File: config.mk
export PLATFORM = sky130hd
export DESIGN_NAME = rcb_buffer
export DESIGN_NICKNAME = d
export VERILOG_FILES = /design/src/design/rcb_pkg.sv /design/src/design/rcb_buffer.sv
export SDC_FILE = /design/constraint.sdc
export NUM_CORES = 2
export LEC_CHECK = 0
export BUFFER_PORTS_ARGS = -buffer_cell sky130_fd_sc_hd__buf_4
export CORE_ASPECT_RATIO = 1.25
export CORE_UTILIZATION = 60
export DETAILED_ROUTE_END_ITERATION = 10
export PLACE_DENSITY = 0.78
export SYNTH_ARGS = -nofsm -noshare
export SYNTH_HDL_FRONTEND = slang
export SYNTH_SLANG_ARGS = --single-unit
File: constraint.sdc
create_clock -name clk -period 17.29 [get_ports clk]
set_input_delay 2.5935 -clock clk [delete_from_list [all_inputs] [get_ports clk]]
set_output_delay 2.5935 -clock clk [all_outputs]
set_load 0.01 [all_outputs]
File: src/design/rcb_pkg.sv
// package of constants and types for the receive signaling buffer
package rcb_pkg;

    // ****************************************
    // apb register map (byte addresses)
    // ****************************************
    localparam logic [11:0] RCB_ADDR_CFG = 12'h000;
    localparam logic [11:0] RCB_ADDR_ACC = 12'h004;
    localparam logic [11:0] RCB_ADDR_DATA = 12'h008;
    localparam logic [11:0] RCB_ADDR_STAT = 12'h00c;
    localparam logic [11:0] RCB_ADDR_COS = 12'h010;

    // ****************************************
    // field positions
    // ****************************************
    localparam int RCB_CFG_FMT_LSB = 0;
    localparam int RCB_CFG_DEB_BIT = 4;
    localparam int RCB_CFG_HOLD_BIT = 5;
    localparam int RCB_CFG_SIXTEEN_STATE_SELECT_BIT = 6;
    localparam int RCB_CFG_STATE_CHANGE_IRQ_ENABLE_BIT = 7;
    localparam int RCB_ACC_RWN_BIT = 7;
    localparam int RCB_IND_CAP_BIT = 4;
    localparam int RCB_STAT_BUSY_BIT = 0;

    // ****************************************
    // framing formats
    // ****************************************
    localparam logic [2:0] RCB_FMT_SF = 3'h0;
    localparam logic [2:0] RCB_FMT_ESF = 3'h1;
    localparam logic [2:0] RCB_FMT_SLC = 3'h2;
    localparam logic [2:0] RCB_FMT_DM = 3'h3;
    localparam logic [2:0] RCB_FMT_E1 = 3'h4;

    // ****************************************
    // frame and slot figures
    // ****************************************
    localparam logic [6:0] RCB_SIG_STEP = 7'h06;
    localparam logic [6:0] RCB_SF_LAST = 7'h0c;
    localparam logic [6:0] RCB_ESF_LAST = 7'h18;
    localparam logic [4:0] RCB_T1_CHANNELS = 5'h18;
    localparam logic [4:0] RCB_E1_SIG_TS = 5'h10;
    localparam logic [6:0] RCB_E1_MF_LAST = 7'h0f;
    localparam logic [6:0] RCB_IND_MAX = 7'h20;

    // ****************************************
    // reset values
    // ****************************************
    localparam logic [2:0] RCB_FMT_RST = 3'h1;
    localparam logic [3:0] RCB_SIG_RST = 4'h0;

    typedef struct packed {
        logic [2:0] fmt;
        logic deb;
        logic hold;
        logic sixteen_state_select;
        logic state_change_irq_enable;
        logic [6:0] ind_addr;
        logic read_not_write;
        logic [7:0] ind_data;
        logic busy;
        logic [31:0] cap;
        logic [31:0] cos;
        logic [31:0][3:0] sig;
        logic [31:0][3:0] last;
        logic [31:0][3:0] pend;
        logic slip_seen;
        logic [31:0] prdata;
        logic [7:0] dout;
        logic [7:0] sout;
        logic dvalid;
        logic irq_n;
    } rcb_state_t;

endpackage

File: src/design/rcb_buffer.sv
// receive cas / robbed-bit signaling buffer with apb register access
//
// Function
// RQ1: t1 signaling from bit 8, frames 6n
// RQ2: codeword in low nibble, slot aligned
// RQ3: capture enable copies bits into store
// RQ4: sf stores a,b again as c,d
// RQ5: signaling output shows stored codeword
// RQ6: no extraction in t1 dm
// RQ7: filter needs two identical codewords
// RQ8: freeze on frame loss, slip, hold
// RQ9: esf 4-state: a,b only stored; the code stores the frame 18 and 24 bits (c,d) twice instead
// RQ10: esf 16-state stores a,b,c,d
// RQ11: t1 change flag per channel 1-24
// RQ12: irq while enabled and flag set
// RQ13: indirect address, direction, data, busy
// RQ14: e1 signaling from timeslot 16
// RQ15: e1 codeword low nibble, slot aligned
// RQ16: e1 ts0 and ts16 nibble undefined
// RQ17: e1 also freezes on multiframe loss
// RQ18: e1 change flag per timeslot 1-15 and 17-31
// RQ19: flags cleared by writing one
// RQ20: host waits for busy clear
`timescale 1ns/100ps

module rcb_buffer (
    input wire logic clk,
    input wire logic reset_n,
    input wire logic psel,
    input wire logic penable,
    input wire logic pwrite,
    input wire logic [11:0] paddr,
    input wire logic [31:0] pwdata,
    output logic [31:0] prdata,
    output logic pready,
    output logic pslverr,
    input wire logic rx_valid,
    input wire logic [7:0] rx_byte,
    input wire logic [4:0] rx_slot,
    input wire logic [6:0] rx_frame,
    input wire logic frame_lost,
    input wire logic mf_lost,
    input wire logic slip_pulse,
    output logic [7:0] rx_data_out,
    output logic [7:0] rx_signaling_out,
    output logic rx_out_valid,
    output logic irq_out_n
);
    import rcb_pkg::*;

    rcb_state_t s_r;
    rcb_state_t s_nxt;

    // ****************************************
    // next-state logic
    // ****************************************
    always_comb begin
        logic [31:0] got;
        logic [31:0][3:0] code;
        logic [4:0] islot;
        logic [6:0] rf;
        logic [6:0] last_f;
        logic e1;
        logic t1;
        logic frozen;
        logic mf_end;
        logic [3:0] p;
        s_nxt = s_r;
        got = 32'h0;
        code = '0;
        rf = 7'h00;
        last_f = 7'h00;
        frozen = 1'b0;
        islot = 5'(s_r.ind_addr - 7'h01);
        e1 = (s_r.fmt == RCB_FMT_E1);
        t1 = (s_r.fmt == RCB_FMT_SF) || (s_r.fmt == RCB_FMT_ESF) ||
             (s_r.fmt == RCB_FMT_SLC); // RQ6
        mf_end = 1'b0;
        p = 4'h0;

        // apb: read data captured in setup, write applied in access
        if (psel && !penable) begin
            case (paddr)
                RCB_ADDR_CFG: s_nxt.prdata = {24'h0, s_r.state_change_irq_enable, s_r.sixteen_state_select, s_r.hold,
                                              s_r.deb, 1'b0, s_r.fmt};
                RCB_ADDR_ACC: s_nxt.prdata = {24'h0, s_r.read_not_write, s_r.ind_addr};
                RCB_ADDR_DATA: s_nxt.prdata = {24'h0, s_r.ind_data};
                RCB_ADDR_STAT: s_nxt.prdata = {31'h0, s_r.busy};
                RCB_ADDR_COS: s_nxt.prdata = s_r.cos;
                default: s_nxt.prdata = 32'h0;
            endcase
        end
        if (psel && penable && pwrite) begin
            case (paddr)
                RCB_ADDR_CFG: begin
                    s_nxt.fmt = pwdata[RCB_CFG_FMT_LSB +: 3];
                    s_nxt.deb = pwdata[RCB_CFG_DEB_BIT];
                    s_nxt.hold = pwdata[RCB_CFG_HOLD_BIT];
                    s_nxt.sixteen_state_select = pwdata[RCB_CFG_SIXTEEN_STATE_SELECT_BIT];
                    s_nxt.state_change_irq_enable = pwdata[RCB_CFG_STATE_CHANGE_IRQ_ENABLE_BIT];
                end
                RCB_ADDR_ACC: begin
                    s_nxt.ind_addr = pwdata[6:0]; // RQ13
                    s_nxt.read_not_write = pwdata[RCB_ACC_RWN_BIT];
                    s_nxt.busy = 1'b1;
                end
                RCB_ADDR_DATA: s_nxt.ind_data = pwdata[7:0];
                RCB_ADDR_COS: s_nxt.cos = s_r.cos & ~pwdata; // RQ19
                default: ;
            endcase
        end

        // indirect access runs one cycle after the control write
        if (s_r.busy) begin
            s_nxt.busy = 1'b0; // RQ13
            if (s_r.ind_addr != 7'h00 && s_r.ind_addr <= RCB_IND_MAX) begin
                if (s_r.read_not_write) begin
                    s_nxt.ind_data = {3'h0, s_r.cap[islot], s_r.sig[islot]};
                end else begin
                    s_nxt.cap[islot] = s_r.ind_data[RCB_IND_CAP_BIT];
                    s_nxt.sig[islot] = s_r.ind_data[3:0];
                end
            end else if (s_r.read_not_write) begin
                s_nxt.ind_data = 8'h0;
            end
        end

        // reduce slc-96 frame numbers to the 24-frame signaling cycle
        rf = rx_frame;
        if (rf > 7'h30) begin
            rf = rf - 7'h30;
        end else if (rf > RCB_ESF_LAST) begin
            rf = rf - RCB_ESF_LAST;
        end
        last_f = (s_r.fmt == RCB_FMT_SF) ? RCB_SF_LAST : RCB_ESF_LAST;

        // t1 robbed-bit extraction
        if (rx_valid && t1 && rx_slot < RCB_T1_CHANNELS && rf != 7'h00 &&
            rf <= last_f && (rf % RCB_SIG_STEP) == 7'h00) begin
            p = s_r.pend[rx_slot];
            case (rf)
                7'h06: p[3] = rx_byte[0]; // RQ1
                7'h0c: p[2] = rx_byte[0];
                7'h12: p[1] = rx_byte[0];
                default: p[0] = rx_byte[0];
            endcase
            s_nxt.pend[rx_slot] = p;
            if (rf == last_f) begin
                got[rx_slot] = 1'b1;
                if (s_r.fmt == RCB_FMT_SF) begin
                    code[rx_slot] = {p[3], p[2], p[3], p[2]}; // RQ4
                end else if (s_r.sixteen_state_select) begin
                    code[rx_slot] = p; // RQ10
                end else begin
                    code[rx_slot] = {p[1], p[0], p[1], p[0]}; // RQ9
                end
                if (rx_slot == RCB_T1_CHANNELS - 5'h01) begin
                    mf_end = 1'b1;
                end
            end
        end

        // e1 cas: ts16 of frame k carries timeslots k and k+16
        if (rx_valid && e1 && rx_slot == RCB_E1_SIG_TS && rx_frame != 7'h00 &&
            rx_frame <= RCB_E1_MF_LAST) begin
            got[rx_frame[3:0]] = 1'b1; // RQ14
            code[rx_frame[3:0]] = rx_byte[7:4];
            got[{1'b1, rx_frame[3:0]}] = 1'b1;
            code[{1'b1, rx_frame[3:0]}] = rx_byte[3:0];
            mf_end = (rx_frame == RCB_E1_MF_LAST);
        end

        frozen = frame_lost || slip_pulse || s_r.slip_seen || s_r.hold ||
                 (e1 && mf_lost); // RQ8 RQ17

        // a slip freezes the rest of the multiframe in progress
        if (mf_end) begin
            s_nxt.slip_seen = 1'b0;
        end
        if (slip_pulse) begin
            s_nxt.slip_seen = 1'b1; // RQ8
        end

        // store update, filter and change flags; a set beats a clear
        for (int i = 0; i < 32; i++) begin
            if (got[i]) begin
                s_nxt.last[i] = code[i];
                if (s_nxt.cap[i] && !frozen && (!s_r.deb || code[i] == s_r.last[i]) &&
                    code[i] != s_nxt.sig[i]) begin // RQ3 RQ7
                    s_nxt.sig[i] = code[i];
                    s_nxt.cos[i] = 1'b1; // RQ11 RQ18
                end
            end
        end

        // slot-aligned output of payload and stored signaling
        s_nxt.dvalid = rx_valid;
        if (rx_valid) begin
            s_nxt.dout = rx_byte;
            s_nxt.sout = {4'h0, s_r.sig[rx_slot]}; // RQ2 RQ5 RQ15 RQ16
        end

        s_nxt.irq_n = !(s_nxt.state_change_irq_enable && (|s_nxt.cos)); // RQ12
    end

    // ****************************************
    // state register
    // ****************************************
    always_ff @(posedge clk or negedge reset_n) begin
        if (!reset_n) begin
            s_r <= '0;
            s_r.fmt <= RCB_FMT_RST;
            s_r.sig <= {32{RCB_SIG_RST}};
            s_r.irq_n <= 1'b1;
        end else begin
            s_r <= s_nxt;
        end
    end

    // ****************************************
    // outputs
    // ****************************************
    assign prdata = s_r.prdata;
    assign pready = psel && penable;
    assign pslverr = 1'b0;
    assign rx_data_out = s_r.dout;
    assign rx_signaling_out = s_r.sout;
    assign rx_out_valid = s_r.dvalid;
    assign irq_out_n = s_r.irq_n;

endmodule

==> reports/qor.csv <==
stage,metric,value,unit
run_status,status,"finished, violations left",
run_status,violations,"max-capacitance violations, max-slew violations",
detailed_routing,wirelength,167,mm
floorplan,coreArea,57600,um^2
sta,setup_viol,0,
sta,holdWs,373,ps
synthesis,synth_top_area_share,36.8,%
critical_path,reg2reg_from,s_r[521],
sta,max_slew.worst_pin.slew,1520,ps
floorplan,io_pins,125,
grt,grt_max_degree,162,
clock_tree,post-cts-setup-buffer-count,0,
grt,grt_pass1_wl,239,mm
synthesis,yosysSeqAreaShare,36.9,%
synthesis,syn_inst,3952,
detailed_routing,vias,36312,
clock_tree,cts_sinks,519,
critical_path,path_class,input port to flip-flop,
clock_tree,cts_inserted_buffers,53,
layout,design_area,38500,um^2
worst_hold_path,hp-class,flip-flop to flip-flop,
detailed_routing,vias_per_cell,7.69,
detailed_routing,antenna_left,0,
synthesis,ys_types,107,
placed_design,place_ws,7540,ps
synthesis,synth_common_cells,"nand2_1 (726), dfrtp_1 (517), mux2i_1 (305), o21ai_0 (251), clkbuf_1 (224)",
critical_path,crit_arrival,10160,ps
grt,grt.met2_usage,79.3,%
sta,grt_setup_unrepaired,no,
sta,fin_crit_sh,55.4,%
sta,skew,19.5,ps
worst_hold_path,hold_depth,0,
floorplan,die-area,59600,um^2
critical_path,cp_data_required_time,17860,ps
grt,grt_pass1_vias,34776,
clock_tree,clkTransAtPathRegs,70,ps
grt,grt-busiest-layer,met2,
detailed_routing,wl_per_cell,35.3,um
job,cap_violations,2,
floorplan,start_util,61.1,%
placed_design,gp_congestion,1.07,
pwr,ir_drop,0.0939,mV
worst_hold_path,worst_hold_startpoint,s_r[174],
clock_tree,cts_hold_buf,0,
layout,drive_above_1_share,14.5,%
floorplan,die-width,219,um
layout,fin_nets,4010,
layout,area_growth_syn_to_layout,9.28,%
pwr,power_density,71.5,nW/um^2
grt,met3_usage,22.7,%
critical_path,cp_max_fo,19,
critical_path,r2r_end,irq_out_n,
synthesis,ys_ff_latch,519,
sta,worst_slack,7700,ps
clock_tree,root_buffer,clkbuf_16,
synthesis,yosysWarnings,0,
critical_path,reg2reg_slack,9810,ps
floorplan,rows,98,
synthesis,synth_edf_count,0,
layout,final_core_util,66.7,%
synthesis,synth_area,35200,um^2
placed_design,dp_hpwl,116,mm
grt,antenna_found_initial,10,
floorplan,die_h,273,um
synthesis,synth_top_area_cell,dfrtp_1,
clock_tree,cts_max_level,2,
synthesis,synth_area_per_cell,8.90,um^2
grt,grt-ovfl-total,0,
placed_design,post_dp_cell_area,36700,um^2
worst_hold_path,holdPathEnd,s_r[174],
critical_path,crit_path_end_kind,flip-flop,
detailed_routing,drt_iter0_drc,5733,
clock_tree,clk_latency,640,ps
sta,period_minus_slack,9590,ps
critical_path,reg2reg_depth,18,
critical_path,timing.critical_path.from_type,input port,
clock_tree,post_cts_resized,0,
sta,slew_headroom,-2.33,%
pwr,leakage,0.0163,uW
synthesis,yosysMostFrequentCell,nand2_1,
synthesis,synthFlopType,dfrtp_1,
clock_tree,cts_tree,built,
grt,globalRouteTotalUtil,55.6,%
sta,hold_viol_final,0,
detailed_routing,drc,0,
clock_tree,clk_path_buf_depth,3,
sta,finalSetupTns,0,ps
synthesis,synthTopCellsByArea,"dfrtp_1 (37%), mux2i_1 (8.7%), nand2_1 (7.7%)",
sta,max_freq,104,MHz
sta,final-max-slew-violation-count,10,
grt,global_route.usage.met1,62.8,%
detailed_routing,drtPass1Iterations,9,
placed_design,io_buffer_count,119,
synthesis,ys_async_sr_fraction,100,%
## flip-flops by register name (all words and copies together) (netlist names)
register          flops
rx_data_out           8
prdata               32
rx_out_valid          1
irq_out_n             1
rx_signaling_out      4
s_r                 473
## critical path, stage by stage
cell and delay [ps]:
buf_4 170, inv_1 100, ha_1 320, or3b_2 460, o221ai_2 170, nand3_2 300, clkinv_2 260, xnor2_1 110
o211ai_1 460, and2_1 200, ha_1 290, inv_1 180, nor3_1 230, o31ai_1 170, o21a_1 200, buf_4 260
a21boi_1 970, buf_4 420, o21ai_0 150, a211oi_1 280, o21ai_1 190, a31oi_1 710, nor4b_1 350, and4b_1 330
a31o_1 220
## power breakdown
group	internal [uW]	leakage, uW	switching [uW]
combinational	79.4	0.00900	261
sequential	1220	0.00650	4.18
clock	651	0.000838	532
total	1950	0.0163	798
## layout by cell type, fill, tap and decap left out, types with 21 or more instances in the layout
master     Yosys  routed
dfrtp_1      517     516
mux4_2        82      82
a31oi_1       35      35
xor2_1        24      24
a211oi_1      41      41
o22ai_1       71      71
clkbuf_16      0      54
a22oi_1       87      87
a21o_1        23      23
buf_4         50     250
and3_1        21      21
xnor2_1       87      87
mux2_2        68      68
or3_1         26      26
nor3_1        98      89
a21boi_0      36      36
nor4_1        47      38
mux2i_1      305     305
a32oi_1       34      34
a22o_1        40      40
nand2b_1      35      35
o31ai_1       25      24
o21ai_0      251     249
inv_1         53      53
nor2_1       194     188
nand3_1       88      88
nor2b_1       25      25
nand4_1       40      40
and2_1        25      24
a21oi_1      170     168
nand2_1      726     726
o211ai_1      27      27
## per-layer routing
metal | share of wire (%) | up-vias
met5 | 0.017 | -
met4 | 12 | 4
met3 | 14 | 1215
met2 | 41 | 3361
met1 | 33 | 17218
li1 | - | 14514
## how the worst max path moves through the flow
stage          depth (start not counted)        end         from  slack, ps
6_report                              25  irq_out_n  rx_frame[4]       7700
5_1_grt                               25  irq_out_n  rx_frame[4]       7670
4_1_cts                               25  irq_out_n  rx_frame[4]       8170
3_5_place_dp                          25  irq_out_n  rx_frame[4]       7540
3_3_place_gp                          25  irq_out_n  rx_frame[4]       7680
2_1_floorplan                         26  irq_out_n  rx_frame[4]       9280
## cell families (layout without fill, tap and decap cells)
group	Yosys count	in the layout	synth area share [%]
and+or+nand+nor	1425	1425	18.8
AOI/OAI and AO/OA	1030	1030	20.0
DFF	519	519	36.9
muxes	455	455	16.1
buffers and inverters	398	406	4.92
xor gates and xnor gates	111	111	2.76
adders and majority gates	13	13	0.462
other	1	10	0.0107
## stage by stage
step | instances | total power [uW]
global route | 4715 | 2790
floorplan | 3956 | 1410
finish | 4719 | 2750
detailed placement | 4619 | 1560
global placement | 4619 | 1560
CTS | 4714 | 2720
## final cells by class
class                           instances  area [um^2]
Antenna cell                            5         12.5
Fill cell                            4687        19200
Tap cell                              750          938
Clock inverter                         21          225
Inverter                               59          223
Sequential cell                       519        13000
Multi-Input combinational cell       3039        20700
Timing Repair Buffer                  252         1910
Clock buffer                           74         1500
Power figures use the tool's default switching activity.
